[config.mk]
export PLATFORM = sky130hd
export DESIGN_NAME = iof_regs
export DESIGN_NICKNAME = d
export VERILOG_FILES = /design/src/hdl/iof_pkg.sv /design/src/hdl/iof_regs.sv
export VERILOG_INCLUDE_DIRS = /design/src /design/src/hdl
export SDC_FILE = /design/constraint.sdc
export NUM_CORES = 1
export LEC_CHECK = 0
export ABC_AREA = 1
export CAP_MARGIN = 40
export CELL_PAD_IN_SITES_DETAIL_PLACEMENT = 1
export CELL_PAD_IN_SITES_GLOBAL_PLACEMENT = 1
export CORE_MARGIN = 2
export CORE_UTILIZATION = 41
export DETAILED_ROUTE_END_ITERATION = 8
export DONT_BUFFER_PORTS = 1
export PLACE_DENSITY = 0.78
export SYNTH_ARGS = -nofsm -noshare
export SYNTH_HDL_FRONTEND = slang
export SYNTH_SLANG_ARGS = --single-unit
[constraint.sdc]
create_clock -name clk_sys -period 2 [get_ports clk_sys]
set_input_delay 0.4 -clock clk_sys [delete_from_list [all_inputs] [get_ports clk_sys]]
set_output_delay 0.4 -clock clk_sys [all_outputs]
set_load 0.02 [all_outputs]
[src/hdl/iof_defs.svh]
`ifndef IOF_DEFS_SVH
`define IOF_DEFS_SVH

// ----------------------------------------
// Register offsets
// ----------------------------------------
`define IOF_ADR_OUTPUT_CONTROL 16'h0109
`define IOF_ADR_INDEX_PHASE_HIGH 16'h010A
`define IOF_ADR_COMM_PHASE_HIGH 16'h010B
`define IOF_ADR_PHASE_LOW_BITS 16'h010C
`define IOF_ADR_INDEX_ADC 16'h020C
`define IOF_ADR_SINE_ADC 16'h021A
`define IOF_ADR_COSINE_ADC 16'h021C
`define IOF_ADR_FILTER_CONFIG 16'h0300
`define IOF_ADR_LAG_THRESHOLD 16'h0301
`define IOF_ADR_FILTER_COEFF 16'h0302

// ----------------------------------------
// Field positions
// ----------------------------------------
`define IOF_OC_APOL 0
`define IOF_OC_BPOL 1
`define IOF_OC_ZPOL 2
`define IOF_OC_ABZDIR 3
`define IOF_OC_UVWPOL 4
`define IOF_OC_UVWDIR 5
`define IOF_OC_ABZEN 6
`define IOF_OC_UVWEN 7
`define IOF_FC_AUTO 0
`define IOF_FC_FB 1
`define IOF_FC_KPMAX_LO 2
`define IOF_FC_KPMAX_HI 4
`define IOF_FK_KP_HI 2
`define IOF_FK_KI_LO 4
`define IOF_FK_KI_HI 5
`define IOF_KPMAX_MIN 3'h3
`define IOF_KPMAX_MAX 3'h6
`define IOF_KP_MAX 3'h6

// ----------------------------------------
// Reset values
// ----------------------------------------
`define IOF_RST_OUTPUT_CONTROL 8'h00
`define IOF_RST_PHASE_HIGH 8'h00
`define IOF_RST_PHASE_LOW 4'h0
`define IOF_RST_FILTER_CONFIG 5'h0C
`define IOF_RST_LAG_THRESHOLD 5'h01
`define IOF_RST_KP 3'h3
`define IOF_RST_KI 2'h0

// ----------------------------------------
// Timing
// ----------------------------------------
`define IOF_CLK_PERIOD_NS 100
`define IOF_SNAP_PERIOD_NS 50000
`define IOF_SNAP_CYCLES (`IOF_SNAP_PERIOD_NS / `IOF_CLK_PERIOD_NS)
`define IOF_FB_DELAY_NS 600
`define IOF_FB_DELAY_CYCLES (`IOF_FB_DELAY_NS / `IOF_CLK_PERIOD_NS)
`endif

[src/hdl/iof_pkg.sv]
package iof_pkg;
    typedef logic [7:0] iof_byte_t;
    typedef logic [9:0] iof_phase_t;
    typedef logic [15:0] iof_addr_t;
    typedef logic [9:0] iof_tick_t;
endpackage : iof_pkg

[src/hdl/iof_regs.sv]
`timescale 1ns/100ps
`include "iof_defs.svh"
module iof_regs (
    // Clock and reset
    input wire logic clk_sys,
    input wire logic reset,
    // Configuration access
    input wire logic cfg_wr,
    input wire logic cfg_rd,
    input wire iof_pkg::iof_addr_t cfg_addr,
    input wire iof_pkg::iof_byte_t cfg_wdata,
    output iof_pkg::iof_byte_t cfg_rdata,
    output logic cfg_rack,
    // Raw output generator signals
    input wire logic quad_a_raw,
    input wire logic quad_b_raw,
    input wire logic index_raw,
    input wire logic comm_u_raw,
    input wire logic comm_v_raw,
    input wire logic comm_w_raw,
    // Conditioned outputs
    output logic out_a,
    output logic out_b,
    output logic out_index,
    output logic out_u,
    output logic out_v,
    output logic out_w,
    output logic abz_enable,
    output logic uvw_enable,
    output logic readout_fast_rate,
    // Phase settings
    output iof_pkg::iof_phase_t index_phase_value,
    output iof_pkg::iof_phase_t commutation_phase_shift,
    input wire logic cal_index_wr,
    input wire iof_pkg::iof_phase_t cal_index_phase,
    // ADC conversions
    input wire logic [11:0] adc_sine,
    input wire logic [11:0] adc_cosine,
    input wire iof_pkg::iof_byte_t adc_index,
    // Tracking filter
    input wire logic lag_valid,
    input wire logic [4:0] filter_lag,
    output logic dynamic_gain_en,
    output logic [2:0] proportional_gain,
    output logic [1:0] integral_gain,
    output logic [2:0] gain_limit,
    output logic [3:0] lag_reduce_delay
);

    // ----------------------------------------
    // Register storage
    // ----------------------------------------
    iof_pkg::iof_byte_t out_ctl_q;
    iof_pkg::iof_byte_t zph_hi_q;
    iof_pkg::iof_byte_t uvw_hi_q;
    logic [3:0] ph_lo_q;
    logic [4:0] filter_config_q;
    logic [4:0] lag_thr_q;
    logic [2:0] kp_q;
    logic [1:0] ki_q;
    iof_pkg::iof_byte_t snap_sin_q;
    iof_pkg::iof_byte_t snap_cos_q;
    iof_pkg::iof_byte_t snap_idx_q;
    iof_pkg::iof_byte_t rdata_q;
    logic rack_q;

    logic wr_oc, wr_zh, wr_uh, wr_pl, wr_fc, wr_lt, wr_fk;
    logic [2:0] kpmax_w;
    logic [2:0] kp_w;

    assign wr_oc = cfg_wr && (cfg_addr == `IOF_ADR_OUTPUT_CONTROL);
    assign wr_zh = cfg_wr && (cfg_addr == `IOF_ADR_INDEX_PHASE_HIGH);
    assign wr_uh = cfg_wr && (cfg_addr == `IOF_ADR_COMM_PHASE_HIGH);
    assign wr_pl = cfg_wr && (cfg_addr == `IOF_ADR_PHASE_LOW_BITS);
    assign wr_fc = cfg_wr && (cfg_addr == `IOF_ADR_FILTER_CONFIG);
    assign wr_lt = cfg_wr && (cfg_addr == `IOF_ADR_LAG_THRESHOLD);
    assign wr_fk = cfg_wr && (cfg_addr == `IOF_ADR_FILTER_COEFF);
    assign kpmax_w = cfg_wdata[`IOF_FC_KPMAX_HI:`IOF_FC_KPMAX_LO];
    assign kp_w = cfg_wdata[`IOF_FK_KP_HI:0];

    always_ff @(posedge clk_sys) begin
        if (reset) begin
            out_ctl_q <= `IOF_RST_OUTPUT_CONTROL;
        end else if (wr_oc) begin
            out_ctl_q <= cfg_wdata;
        end
    end

    // Calibration has priority over a software write in the same cycle.
    always_ff @(posedge clk_sys) begin
        if (reset) begin
            zph_hi_q <= `IOF_RST_PHASE_HIGH;
            uvw_hi_q <= `IOF_RST_PHASE_HIGH;
            ph_lo_q <= `IOF_RST_PHASE_LOW;
        end else begin
            if (cal_index_wr) begin
                zph_hi_q <= cal_index_phase[9:2];
            end else if (wr_zh) begin
                zph_hi_q <= cfg_wdata;
            end
            if (wr_uh) begin
                uvw_hi_q <= cfg_wdata;
            end
            if (wr_pl) begin
                ph_lo_q[3:2] <= cfg_wdata[3:2];
            end
            if (cal_index_wr) begin
                ph_lo_q[1:0] <= cal_index_phase[1:0];
            end else if (wr_pl) begin
                ph_lo_q[1:0] <= cfg_wdata[1:0];
            end
        end
    end

    // A reserved gain limit leaves the stored limit unchanged.
    always_ff @(posedge clk_sys) begin
        if (reset) begin
            filter_config_q <= `IOF_RST_FILTER_CONFIG;
        end else if (wr_fc) begin
            filter_config_q[`IOF_FC_FB:0] <= cfg_wdata[`IOF_FC_FB:0];
            if (kpmax_w >= `IOF_KPMAX_MIN && kpmax_w <= `IOF_KPMAX_MAX) begin
                filter_config_q[`IOF_FC_KPMAX_HI:`IOF_FC_KPMAX_LO] <= kpmax_w;
            end
        end
    end

    // Threshold zero is reserved and is not stored.
    always_ff @(posedge clk_sys) begin
        if (reset) begin
            lag_thr_q <= `IOF_RST_LAG_THRESHOLD;
        end else if (wr_lt && cfg_wdata[4:0] != 5'h00) begin
            lag_thr_q <= cfg_wdata[4:0];
        end
    end

    // ----------------------------------------
    // Filter coefficients and gain adaption
    // ----------------------------------------
    always_ff @(posedge clk_sys) begin
        if (reset) begin
            ki_q <= `IOF_RST_KI;
        end else if (wr_fk) begin
            ki_q <= cfg_wdata[`IOF_FK_KI_HI:`IOF_FK_KI_LO];
        end
    end

    // In dynamic mode the adaption owns the proportional gain and software writes to it are dropped.
    always_ff @(posedge clk_sys) begin
        if (reset) begin
            kp_q <= `IOF_RST_KP;
        end else if (filter_config_q[`IOF_FC_AUTO]) begin
            if (lag_valid) begin
                if (filter_lag > lag_thr_q && kp_q != 3'h0) begin
                    kp_q <= kp_q - 3'h1;
                end else if (filter_lag < lag_thr_q
                             && kp_q < filter_config_q[`IOF_FC_KPMAX_HI:`IOF_FC_KPMAX_LO]) begin
                    kp_q <= kp_q + 3'h1;
                end
            end
        end else if (wr_fk && kp_w <= `IOF_KP_MAX) begin
            kp_q <= kp_w;
        end
    end

    always_ff @(posedge clk_sys) begin
        if (reset) begin
            dynamic_gain_en <= 1'b0;
            gain_limit <= `IOF_KPMAX_MIN;
        end else begin
            dynamic_gain_en <= filter_config_q[`IOF_FC_AUTO];
            gain_limit <= filter_config_q[`IOF_FC_KPMAX_HI:`IOF_FC_KPMAX_LO];
        end
    end

    always_ff @(posedge clk_sys) begin
        if (reset) begin
            proportional_gain <= `IOF_RST_KP;
            integral_gain <= `IOF_RST_KI;
        end else begin
            proportional_gain <= kp_q;
            integral_gain <= ki_q;
        end
    end

    always_ff @(posedge clk_sys) begin
        if (reset) begin
            lag_reduce_delay <= 4'h0;
        end else if (filter_config_q[`IOF_FC_FB]) begin
            lag_reduce_delay <= 4'(`IOF_FB_DELAY_CYCLES);
        end else begin
            lag_reduce_delay <= 4'h0;
        end
    end

    // ----------------------------------------
    // Phase values
    // ----------------------------------------
    always_ff @(posedge clk_sys) begin
        if (reset) begin
            index_phase_value <= 10'h000;
        end else begin
            index_phase_value <= {zph_hi_q, ph_lo_q[1:0]};
        end
    end

    always_ff @(posedge clk_sys) begin
        if (reset) begin
            commutation_phase_shift <= 10'h000;
        end else begin
            commutation_phase_shift <= {uvw_hi_q, ph_lo_q[3:2]};
        end
    end

    // ----------------------------------------
    // Output conditioning
    // ----------------------------------------
    logic abz_en, uvw_en, a_dir, b_dir;
    logic v_seq, w_seq;

    assign abz_en = out_ctl_q[`IOF_OC_ABZEN];
    assign uvw_en = out_ctl_q[`IOF_OC_UVWEN];
    // Swapping A and B reverses the quadrature count direction.
    assign a_dir = out_ctl_q[`IOF_OC_ABZDIR] ? quad_b_raw : quad_a_raw;
    assign b_dir = out_ctl_q[`IOF_OC_ABZDIR] ? quad_a_raw : quad_b_raw;
    // Swapping V and W reverses the commutation sequence.
    assign v_seq = out_ctl_q[`IOF_OC_UVWDIR] ? comm_w_raw : comm_v_raw;
    assign w_seq = out_ctl_q[`IOF_OC_UVWDIR] ? comm_v_raw : comm_w_raw;

    // Disabled outputs sit low whatever their polarity settings say.
    always_ff @(posedge clk_sys) begin
        if (reset) begin
            out_a <= 1'b0;
            out_b <= 1'b0;
            out_index <= 1'b0;
        end else if (!abz_en) begin
            out_a <= 1'b0;
            out_b <= 1'b0;
            out_index <= 1'b0;
        end else begin
            if (index_raw) begin
                out_a <= out_ctl_q[`IOF_OC_APOL];
                out_b <= out_ctl_q[`IOF_OC_BPOL];
            end else begin
                out_a <= a_dir ^ out_ctl_q[`IOF_OC_APOL];
                out_b <= b_dir ^ out_ctl_q[`IOF_OC_BPOL];
            end
            out_index <= index_raw ^ out_ctl_q[`IOF_OC_ZPOL];
        end
    end

    always_ff @(posedge clk_sys) begin
        if (reset) begin
            out_u <= 1'b0;
            out_v <= 1'b0;
            out_w <= 1'b0;
        end else if (!uvw_en) begin
            out_u <= 1'b0;
            out_v <= 1'b0;
            out_w <= 1'b0;
        end else begin
            out_u <= comm_u_raw ^ out_ctl_q[`IOF_OC_UVWPOL];
            out_v <= v_seq ^ out_ctl_q[`IOF_OC_UVWPOL];
            out_w <= w_seq ^ out_ctl_q[`IOF_OC_UVWPOL];
        end
    end

    always_ff @(posedge clk_sys) begin
        if (reset) begin
            abz_enable <= 1'b0;
        end else begin
            abz_enable <= abz_en;
        end
    end

    always_ff @(posedge clk_sys) begin
        if (reset) begin
            uvw_enable <= 1'b0;
        end else begin
            uvw_enable <= uvw_en;
        end
    end

    always_ff @(posedge clk_sys) begin
        if (reset) begin
            readout_fast_rate <= 1'b0;
        end else begin
            readout_fast_rate <= abz_en;
        end
    end

    // ----------------------------------------
    // ADC snapshots
    // ----------------------------------------
    // An LFSR shortens each interval by up to 15 cycles so refreshes are irregular.
    iof_pkg::iof_tick_t snap_cnt_q;
    logic [7:0] lfsr_q;
    logic snap_tick;

    assign snap_tick = (snap_cnt_q == 10'h000);

    always_ff @(posedge clk_sys) begin
        if (reset) begin
            lfsr_q <= 8'h01;
        end else begin
            lfsr_q <= {lfsr_q[6:0], lfsr_q[7] ^ lfsr_q[5] ^ lfsr_q[4] ^ lfsr_q[3]};
        end
    end

    always_ff @(posedge clk_sys) begin
        if (reset) begin
            snap_cnt_q <= 10'(`IOF_SNAP_CYCLES - 1);
        end else if (snap_tick) begin
            snap_cnt_q <= 10'(`IOF_SNAP_CYCLES - 1) - {6'h00, lfsr_q[3:0]};
        end else begin
            snap_cnt_q <= snap_cnt_q - 10'h001;
        end
    end

    // Snapshots are never written from the access port.
    always_ff @(posedge clk_sys) begin
        if (reset) begin
            snap_sin_q <= 8'h00;
        end else if (snap_tick) begin
            snap_sin_q <= adc_sine[11:4];
        end
    end

    always_ff @(posedge clk_sys) begin
        if (reset) begin
            snap_cos_q <= 8'h00;
        end else if (snap_tick) begin
            snap_cos_q <= adc_cosine[11:4];
        end
    end

    always_ff @(posedge clk_sys) begin
        if (reset) begin
            snap_idx_q <= 8'h00;
        end else if (snap_tick) begin
            snap_idx_q <= adc_index;
        end
    end

    // ----------------------------------------
    // Read path
    // ----------------------------------------
    iof_pkg::iof_byte_t rd_mux;

    always_comb begin
        case (cfg_addr)
            `IOF_ADR_OUTPUT_CONTROL: rd_mux = out_ctl_q;
            `IOF_ADR_INDEX_PHASE_HIGH: rd_mux = zph_hi_q;
            `IOF_ADR_COMM_PHASE_HIGH: rd_mux = uvw_hi_q;
            `IOF_ADR_PHASE_LOW_BITS: rd_mux = {4'h0, ph_lo_q};
            `IOF_ADR_INDEX_ADC: rd_mux = snap_idx_q;
            `IOF_ADR_SINE_ADC: rd_mux = snap_sin_q;
            `IOF_ADR_COSINE_ADC: rd_mux = snap_cos_q;
            `IOF_ADR_FILTER_CONFIG: rd_mux = {3'h0, filter_config_q};
            `IOF_ADR_LAG_THRESHOLD: rd_mux = {3'h0, lag_thr_q};
            `IOF_ADR_FILTER_COEFF: rd_mux = {2'h0, ki_q, 1'b0, kp_q};
            default: rd_mux = 8'h00;
        endcase
    end

    always_ff @(posedge clk_sys) begin
        if (reset) begin
            rdata_q <= 8'h00;
            rack_q <= 1'b0;
        end else begin
            rack_q <= cfg_rd;
            if (cfg_rd) begin
                rdata_q <= rd_mux;
            end
        end
    end

    assign cfg_rdata = rdata_q;
    assign cfg_rack = rack_q;

endmodule : iof_regs
# Word-level counts from Yosys, hierarchy flattened
# Index checks and enable logic that the tools add are counted.
# op_classes
add_sub_neg	4
order_cmp	6
eq_ne	12
n_mux	18
bitwise	11
reduce_logical	22
# op_table
op	n
$eq A16 B10 Y1 const B	6
$pmux W8 S10	1
$eq A16 B9 Y1 const B	4
$mux W3	6
$mux W8	2
$logic_and A1 B1 Y1	12
$logic_not A10 Y1	1
$mux W10	1
$sub A10 B1 Y10 const B	1
$sub A9 B4 Y10 const A	1
$xor A1 B1 Y1	9
$le A3 B3 Y1 const B	2
$mux W1	6
$reduce_bool A2 Y1	3
$gt A5 B5 Y1	1
$lt A5 B5 Y1	1
$reduce_bool A5 Y1	1
$mux W2	2
$reduce_or A2 Y1	2
$add A3 B1 Y3 const B	1
$ge A3 B2 Y1 const B	1
$lt A3 B3 Y1	1
$ne A3 B1 Y1 const B	1
$reduce_and A3 Y1	1
other kinds (5)	6
# totals
reg_bits	135
input_bits	83
output_inout_bits	51
elab_cells	105

# Depth between registers and ports, before layout
# Gate-level depths: netlist of run 1.
# logic_depth
word_depth	6
ltp_mapped	14
ltp_nobuf	14

# Least setup slack after synthesis of run 1
# No wires, ideal clock.
# synth_timing
kind	input to register
from	input filter_lag[4]
to	register kp_q[2]
setup_ns	0.113
arrival_time_ns	1.990
required_time_ns	1.887
path_slack_ns	-0.103
stages	13
n_path_buf	0
cell_sequence	ha_1 > nand2_1 > nor2_1 > nand2_1 > nand2_1 > nand2_1 > fa_1 > xor2_1 > nand3b_1 > nand3_1 > nand2_1 > nor2_1 > nor2_1
# synth_via
elab_chain_cells	5
elab_cells_between_ends	9
cone_classes	order compare (2); eq/ne (1); mux (3); reduce/logical (3)
# synth_lines
element	line_no	text
from (decl)	iof_regs.sv:42	input wire logic [4:0] filter_lag,
$gt A5 B5 Y1	iof_regs.sv:153	if (filter_lag > lag_thr_q && kp_q != 3'h0) begin
$logic_and A1 B1 Y1	iof_regs.sv:153	
$mux W3	iof_regs.sv:153	
$mux W3	iof_regs.sv:152	if (lag_valid) begin
$mux W3	iof_regs.sv:151	end else if (filter_config_q[`IOF_FC_AUTO]) begin
to (signal assigned)	iof_regs.sv:150	kp_q <= `IOF_RST_KP;
to (signal assigned)	iof_regs.sv:154	kp_q <= kp_q - 3'h1;
to (signal assigned)	iof_regs.sv:157	kp_q <= kp_q + 3'h1;
to (decl)	iof_regs.sv:59	logic [2:0] kp_q;
# Parallel ways exist; a longest one is shown, timed or not. The select of a mux whose other input is x is not followed.
# A chain may end at the register's enable or synchronous reset.

# Worst setup path in the final report of run 1
# layout_timing
from	register lag_thr_q[4]
to	register kp_q[2]
# layout_via
elab_chain_cells	5
elab_cells_between_ends	9
cone_classes	order compare (2); eq/ne (1); mux (3); reduce/logical (3)
# layout_lines
element	line_no	text
from (decl)	iof_regs.sv:58	logic [4:0] lag_thr_q;
from (signal assigned)	iof_regs.sv:130	lag_thr_q <= `IOF_RST_LAG_THRESHOLD;
from (signal assigned)	iof_regs.sv:132	lag_thr_q <= cfg_wdata[4:0];
$gt A5 B5 Y1	iof_regs.sv:153	
$logic_and A1 B1 Y1	iof_regs.sv:153	
$mux W3	iof_regs.sv:153	
$mux W3	iof_regs.sv:152	
$mux W3	iof_regs.sv:151	
# Parallel ways exist; a longest one is shown, timed or not. The select of a mux whose other input is x is not followed.

==> results.toml, run 1 <==
[placed_design]
dpl_cell_area_um2 = 6260
gp_congestion = 0.898
dp.final_hpwl_um = 13200
dpl_worst_slack_ns = -0.221
port_buffers = 0
place_inst = 969

[yosys]
synth_top_area_frac = 0.442
synth_cell_types = 46
synth_area_leaders = "dfxtp_1 44%, nor2_1 8.3%, nand2_1 7.4%"
syn_area_per_cell_um2 = 7.53
async_flop_share = 0
yosysSeqAreaShare = 0.442
syn_inst = 795
yosysWarnings = 0
ys_ff_latch = 132
synth_enable_flop_cells = 0
netlist_area_um2 = 5980
synth-main-ff-cell = "dfxtp_1"
yosysTopAreaCell = "dfxtp_1"

[route]
drt-initial-drc-count = 304
postRouteAntennaNets = 0
viasPerCell = 5.32
wirelength_um = 18400
wl_per_cell_um = 18.1
drc = 0
dr.pass1.iters = 5
num_vias = 5385

[timing]
setup_viol = 1
timing.setup.tns_ns = -0.122
worst_slack_ns = -0.122
slew_violations = 0
period_share = 1.06
clock_skew_ns = 0.00944
fmax_mhz = 471
fin_crit_ns = 2.12
hold_violations = 0
grt_setup_unrepaired = "yes"
hold-worst-slack_ns = 0.0482

[finish]
drive_above_1_share = 0.178
final_cell_mix = "131 x nor2_1, 128 x dfxtp_1, 112 x nand2_1, 78 x nand3_1, 69 x inv_1"
nNetsFinal = 909
stdcell_count = 1012
fin_util = 0.490
stdcell_area_um2 = 7040
final_common_cell = "nor2_1"
area_growth_pct = 17.7
multi_input_area_um2 = 2960
ff_latch_area_um2 = 2650
fillers = 1775
diodes = 0

[floorplanning]
rows = 44
core_um2 = 14400
die_w_um = 125
die_h_um = 125
fp.dieArea_um2 = 15600
pin_count = 134
start_util = 0.416

[clock_network]
htreeDepth = 4
clk_latency_ns = 0.43
clock_sinks = 132
clkSlewWorstSetupHoldPaths_ns = 0.06
cts_tree = "yes"
hold_buffers = 0
root_buffer = "clkbuf_16"
cts_buffers = 17
clock_path_buffers = 2

[grt]
grt_pass1_vias = 5635
grt_pass1_wl_um = 29500
grt_max_degree = 60
antenna_found_initial = 0
grt.total_usage = 0.240
grt.overflow.total = 0

[power]
pwr-share-seq = 0.422
p_int_mw = 5.06
p_clk_frac = 0.532
p_switching_mw = 1.39
fin_total_pwr_mw = 6.45
power_density_nw_per_um2 = 916
p_comb_frac = 0.047
power_leakage_nw = 3.00
swShare = 0.216
peakVddDrop_mv = 0.631

[worst_setup_path]
worstPathMaxFanout = 2
worstSetupPathType = "register to register"
arrival_ns = 2.49
startpoint_type = "register"
cp.required_ns = 2.37
crit_path_end_kind = "register"

[run_status]
violations = "setup timing"
status = "finished, violations left"

[worst_hold_path]
hp-class = "input pin to register"

[flow_run]
maxCapViolations = 0
synthesized netlist by cell type, types with 2 or more instances:
cell type	n
nor2_1	133
dfxtp_1	132
nand2_1	118
nand3_1	78
inv_1	73
o21ai_0	58
a21oi_1	38
nor2_2	19
nor2_4	12
clkbuf_1	10
ha_1	9
buf_4	8
clkinv_1	8
nand3_2	8
xnor2_1	7
a21oi_2	6
a31oi_1	6
inv_2	6
nor3_1	6
a211oi_1	5
buf_1	5
buf_2	5
nand2_2	5
xor2_1	5
nand3b_1	4
nand4_1	4
o22ai_1	4
a22oi_1	2
buf_6	2
nand2_4	2
o211ai_1	2
per-layer routing:
metal	share of wire	wire [um]	up-vias	GRT usage
met5	0	0	-	0
met4	0.022	397	0	0.0820
li1	-	-	2607	-
met1	0.43	7950	2611	0.294
met2	0.49	9080	139	0.407
met3	0.050	925	28	0.0657
state kept, by name, indices dropped and copies added (netlist names), 2 cells and up:
register	cells
proportional_gain	3
zph_hi_q	8
ph_lo_q	4
lfsr_q	8
filter_config_q	5
gain_limit	3
index_phase_value	10
commutation_phase_shift	10
integral_gain	2
ki_q	2
lag_thr_q	5
out_ctl_q	8
uvw_hi_q	8
snap_cnt_q	10
snap_idx_q	8
cfg_rdata	8
snap_cos_q	8
snap_sin_q	8
kp_q	3
final timing paths:
path | from | endpoint | slack [ns] | cells past startpoint
setup / recovery | lag_thr_q[4] | kp_q[2] | -0.12 | 16
hold / removal | reset | snap_cnt_q[9] | 0.05 | 1
setup reg to reg | lag_thr_q[4] | kp_q[2] | -0.12 | 16
hold reg to reg | lfsr_q[6] | lfsr_q[7] | 0.41 | 2
repair_timing:
action	in CTS	in global routing
setup buffers	10	2
pin swaps	5	3
gates resized for setup	12	6
endpoints found under the setup margin	3	3
power groups by stage:
stage / combinational [mW] / sequential [mW] / clock, mW
final: 0.301 / 2.72 / 3.43
after global routing: 0.335 / 2.72 / 3.58
after CTS: 0.291 / 2.72 / 3.47
after detailed placement: 0.263 / 2.78 / 0
after global placement: 0.248 / 2.77 / 0
after floorplan: 0.220 / 2.76 / 0
cell type report:
class / instances / area share
clock buffers: 22 / 0.0659
clock inverters: 9 / 0.0250
inverters: 87 / 0.0471
multi-input cells: 547 / 0.420
flip-flops and latches: 132 / 0.376
well taps: 184 / 0.0327
repair buffers: 31 / 0.0330
critical path, cell delays in order, from the launching register on:
cell      delay, ns
dfxtp_2        0.33
inv_2          0.04
ha_4           0.22
a21o_1         0.18
nor2_2         0.13
nand2_2        0.09
buf_4          0.14
buf_4          0.12
buf_4          0.12
buf_4          0.12
buf_4          0.12
buf_4          0.12
nand3b_1       0.08
nand3_1        0.07
nand2_1        0.08
nor2_1         0.04
nor2_1         0.08
cell families after synthesis:
logic type,count (synthesis),synth area share
xor gates and xnor gates,12,0.0176
buffers and inverters,117,0.0820
adders and majority gates,10,0.0222
other,1,0.000627
and+or+nand+nor,397,0.318
AOI/OAI and AO/OA,126,0.118
DFF,132,0.442
No activity file was read; power rests on OpenSTA's default activity.
==> run 2: changes to the inputs <==
--- a/config.mk
+++ b/config.mk
@@ -18,3 +18,4 @@
 export SYNTH_ARGS = -nofsm -noshare
 export SYNTH_HDL_FRONTEND = slang
 export SYNTH_SLANG_ARGS = --single-unit
+export TNS_END_PERCENT = 30
==> run 2 against run 1 <==
Compared with the run above:
- the flow still finishes with violations (setup timing)
- flip-flop and latch count unchanged
- register-to-register slack about the same
- fmax up 0.17%
- worst hold slack better by 0.0028 ns
- cell count down 0.20%
- critical path depth unchanged
- total power down 0.24%
- combinational power down 2%
- global-route usage unchanged
- largest power group unchanged
==> results.toml, run 2 (same netlist as run 1, synthesis figures left out) <==
[grt]
met2_usage = 0.407
grt.met3_usage = 0.0657
antenna_found_initial = 0
top_usage_layer = "met2"
use_met1 = 0.294
grt.overflow.total = 0
grt_max_degree = 60
grt.total_usage = 0.240
grt_pass1_vias = 5635
grt_pass1_wl_um = 29500

[timing]
setup_viol = 2
worst_slack_ns = -0.118
hold_violations = 0
fin_crit_ns = 2.12
slew_violations = 0
fmax_mhz = 472
clock_skew_ns = 0.00909
period_share = 1.06
grt_setup_unrepaired = "yes"

[power]
peakVddDrop_mv = 0.625
fin_total_pwr_mw = 6.43
power_leakage_nw = 2.98
power_density_nw_per_um2 = 917

[finish]
diodes = 0
fin_util = 0.488
nNetsFinal = 907
reg_top3 = "commutation_phase_shift (10), index_phase_value (10), snap_cnt_q (10)"
fillers = 1781
final_cell_mix = "131 x nor2_1, 128 x dfxtp_1, 113 x nand2_1, 78 x nand3_1, 69 x inv_1"
area_growth_pct = 17.3
drive_above_1_share = 0.173
stdcell_count = 1010
final_common_cell = "nor2_1"

[floorplanning]
die_w_um = 125
core_um2 = 14400
rows = 44
die_h_um = 125
pin_count = 134
fp.dieArea_um2 = 15600
start_util = 0.416

[placed_design]
place_inst = 969
port_buffers = 0
gp_congestion = 0.898
dp.final_hpwl_um = 13200

[flow_run]
maxCapViolations = 0

[worst_setup_path]
reg2reg_from = "lag_thr_q[4]"
regToRegSetupSlack_ns = -0.12
r2r_end = "kp_q[2]"
rr_worst_depth = 16
startpoint_type = "register"
worstPathMaxFanout = 2
worstSetupPathType = "register to register"
crit_path_end_kind = "register"
cp.required_ns = 2.36
arrival_ns = 2.48

[clock_network]
clkSlewWorstSetupHoldPaths_ns = 0.06
cts_buffers = 17
cts_tree = "yes"
clock_path_buffers = 2
hold_buffers = 0
root_buffer = "clkbuf_16"
htreeDepth = 4
clk_latency_ns = 0.43
clock_sinks = 132

[route]
wirelength_um = 18200
viasPerCell = 5.28
dr.pass1.iters = 5
postRouteAntennaNets = 0
drc = 0
drt-initial-drc-count = 304
num_vias = 5335
wl_per_cell_um = 18.1

[run_status]
violations = "setup timing"
status = "finished, violations left"

[worst_hold_path]
hold_depth = 1
hp-start = "reset"
hp-class = "input pin to register"
min_to = "snap_cnt_q[9]"
==> run 2: cell count changes in the layout (fill, tap and decap cells not counted), sizes merged <==
cell	before	now
buf	31	29
==> run 2: cell type report <==
| cell class | count | area, um2 | area share |
|---|---|---|---|
| clock buffers | 22 | 464 | 0.0662 |
| clock inverters | 9 | 176 | 0.0251 |
| inverters | 87 | 332 | 0.0473 |
| multi-input cells | 547 | 2950 | 0.420 |
| flip-flops and latches | 132 | 2650 | 0.377 |
| well taps | 184 | 230 | 0.0328 |
| repair buffers | 29 | 218 | 0.0310 |
==> run 2: timing repair <==
item / CTS / global route
gates resized for setup: 12 / 2
gates cloned: 0 / 0
buffers inserted: 10 / 0
pin swaps: 5 / 2
hold endpoints to repair: 0 / 0
endpoints found under the setup margin: 3 / 3
==> run 2: metrics by stage <==
step                      worst slack [ns]  hold slack, ns  instance area [um2]  TNS [ns]
final                               -0.118          0.0510                 7020    -0.135
after global routing                -0.202          0.0345                 7020    -0.284
after CTS                          -0.0654          0.0271                 7010   -0.0654
after detailed placement            -0.221           0.402                 6260    -0.321
after global placement             -0.0934           0.397                 6260   -0.0934
after floorplan                    -0.0192           0.388                 6050   -0.0192
==> run 2: critical path, cell delays in order, from the launching register on <==
cell and delay (ns):
dfxtp_2 0.33, inv_2 0.04, ha_4 0.22, a21o_1 0.18, nor2_2 0.13, nand2_2 0.09
buf_4 0.13, buf_4 0.12, buf_4 0.12, buf_4 0.12, buf_4 0.12, buf_4 0.12
nand3b_1 0.08, nand3_1 0.07, nand2_1 0.08, nor2_1 0.04, nor2_1 0.08
==> run 2: worst max path at each step <==
stage,startpoint,endpoint,slack [ns],cells after the start
after floorplan,filter_lag[2],kp_q[2],-0.02,13
after CTS,lag_thr_q[3],kp_q[2],-0.07,14
final,lag_thr_q[4],kp_q[2],-0.12,16
after detailed placement,lag_thr_q[3],kp_q[2],-0.22,14
after global routing,lag_thr_q[1],kp_q[2],-0.20,14
after global placement,filter_lag[4],kp_q[2],-0.09,13
==> run 2: power breakdown <==
part	leakage [nW]	internal, mW	switching, mW	total [mW]
Sequential	1.07	2.68	0.0457	2.72
Combinational	1.60	0.113	0.180	0.294
Clock	0.310	2.27	1.15	3.42
==> run 2: per-layer routing <==
metal	vias to the layer above	wire length, um
met1	2576	7910
met3	25	967
li1	2605	-
met2	129	9000
met4	0	370
met5	-	0
==> run 3: changes to the inputs <==
--- a/config.mk
+++ b/config.mk
@@ -11,10 +11,12 @@
 export CELL_PAD_IN_SITES_DETAIL_PLACEMENT = 1
 export CELL_PAD_IN_SITES_GLOBAL_PLACEMENT = 1
 export CORE_MARGIN = 2
-export CORE_UTILIZATION = 41
+export CORE_UTILIZATION = 40
 export DETAILED_ROUTE_END_ITERATION = 8
 export DONT_BUFFER_PORTS = 1
-export PLACE_DENSITY = 0.78
+export PLACE_DENSITY = 0.77
+export SETUP_SLACK_MARGIN = 0.05
+export SLEW_MARGIN = 25
 export SYNTH_ARGS = -nofsm -noshare
 export SYNTH_HDL_FRONTEND = slang
 export SYNTH_SLANG_ARGS = --single-unit
==> run 3 against run 2 <==
Compared with the run above:
- the run still ends with setup timing left
- clock power is essentially flat
- worst hold slack lost 0.0013 ns
- sequential power is essentially flat
- fmax grew 1.5%
- first-iteration DRC count shrank 3.9%
- cell count shrank 0.50%
- total power is essentially flat
- critical path depth shrank 2
- final area is essentially flat
- clock skew grew 0.0069 ns
- critical endpoint unchanged
==> results.toml, run 3 (same netlist as run 1, synthesis figures left out) <==
[clock_network]
clkSlewWorstSetupHoldPaths_ns = 0.06
cts_buffers = 17
htreeDepth = 4
root_buffer = "clkbuf_16"
clock_sinks = 132
clock_path_buffers = 2
hold_buffers = 0
cts_tree = "yes"
clk_latency_ns = 0.43

[floorplanning]
die_w_um = 126
pin_count = 134
fp.dieArea_um2 = 16000
core_um2 = 14600
start_util = 0.410
die_h_um = 126
rows = 44

[timing]
period_share = 1.04
hold-worst-slack_ns = 0.0497
slew_violations = 0
hold_violations = 0
timing.setup.tns_ns = -0.0863
fin_crit_ns = 2.09
worst_slack_ns = -0.0863
fmax_mhz = 479
setup_viol = 1
clock_skew_ns = 0.0160
grt_setup_unrepaired = "yes"

[route]
drt-met1-wl_um = 7850
viasPerCell = 5.30
wl_met2_um = 9170
maxUsedRoutingLayer = "met4"
wl_per_cell_um = 18.3
drc = 0
num_vias = 5325
postRouteAntennaNets = 0
drt-initial-drc-count = 292
met3_length_um = 1060
wirelength_um = 18400
dr.pass1.iters = 4

[worst_setup_path]
cp.required_ns = 2.32
startpoint_type = "register"
worstSetupPathType = "register to register"
crit_path_end_kind = "register"
arrival_ns = 2.40
worstPathMaxFanout = 2

[power]
peakVddDrop_mv = 0.613
fin_total_pwr_mw = 6.44
power_density_nw_per_um2 = 917
p_switching_mw = 1.41
swShare = 0.219
p_int_mw = 5.02
pwr-share-seq = 0.422
p_comb_frac = 0.045
p_clk_frac = 0.533
power_leakage_nw = 2.97

[grt]
grt_pass1_wl_um = 29500
grt_pass1_vias = 5520
antenna_found_initial = 0
grt.overflow.total = 0
grt.total_usage = 0.236
grt_max_degree = 60

[run_status]
status = "finished, violations left"
violations = "setup timing"

[finish]
area_growth_pct = 17.3
nNetsFinal = 902
final_common_cell = "nor2_1"
diodes = 0
final_cell_mix = "131 x nor2_1, 128 x dfxtp_1, 113 x nand2_1, 77 x nand3_1, 69 x inv_1"
drive_above_1_share = 0.174
reg_top3 = "commutation_phase_shift (10), index_phase_value (10), snap_cnt_q (10)"
fin_util = 0.481

[worst_hold_path]
hp-class = "input pin to register"

[placed_design]
gp_congestion = 0.903
port_buffers = 0
dpl_worst_slack_ns = -0.189
dp.final_hpwl_um = 13400

[flow_run]
maxCapViolations = 0
## run 3: metal layers
layer,global-route usage,up-vias
li1,-,2596
met1,0.293,2570
met2,0.398,138
met3,0.0700,21
met4,0.0705,0
met5,0,-
## run 3: power groups by stage
stage | registers (mW) | logic [mW] | clock network, mW
5_1_grt | 2.72 | 0.327 | 3.61
3_3_place_gp | 2.77 | 0.249 | 0
4_1_cts | 2.72 | 0.276 | 3.49
3_5_place_dp | 2.77 | 0.264 | 0
2_1_floorplan | 2.76 | 0.220 | 0
6_report | 2.72 | 0.292 | 3.43
## run 3: path summary, 6_finish.rpt
check / start / end / slack [ns] / cells after the start
worst max-delay path: lag_thr_q[2] / kp_q[2] / -0.09 / 14
worst min-delay path: reset / lfsr_q[4] / 0.05 / 1
worst max register to register: lag_thr_q[2] / kp_q[2] / -0.09 / 14
worst min register to register: lfsr_q[6] / lfsr_q[7] / 0.41 / 2
## run 3: timing repair
action	CTS	global route
setup endpoints to repair	2	26
pin swaps	5	7
setup buffers	2	2
resized for setup	10	9
## run 3: layout make-up
type | count | area, um2
Fill cell | 1793 | 7570
Multi-Input combinational cell | 547 | 2970
Sequential cell | 132 | 2650
Clock buffer | 19 | 443
Inverter | 87 | 332
Tap cell | 184 | 230
Clock inverter | 12 | 205
Timing Repair Buffer | 24 | 193
## run 3: per-stage QoR
stage	std cells	area, um2
6_report	1005	7020
5_1_grt	1005	7020
4_1_cts	1003	6970
3_5_place_dp	970	6280
3_3_place_gp	970	6280
2_1_floorplan	796	6050
## run 3: critical path, stage by stage (launching register included)
cell and delay, ns:
dfxtp_2 0.34, inv_2 0.05, ha_4 0.27, nand2_4 0.05
nor2_4 0.14, nand2_2 0.09, nand2_2 0.08, nand2_2 0.06
fa_2 0.33, xor2_1 0.15, nand3b_1 0.16, nand3_1 0.08
nand2_1 0.06, nor2_1 0.08, nor2_1 0.04
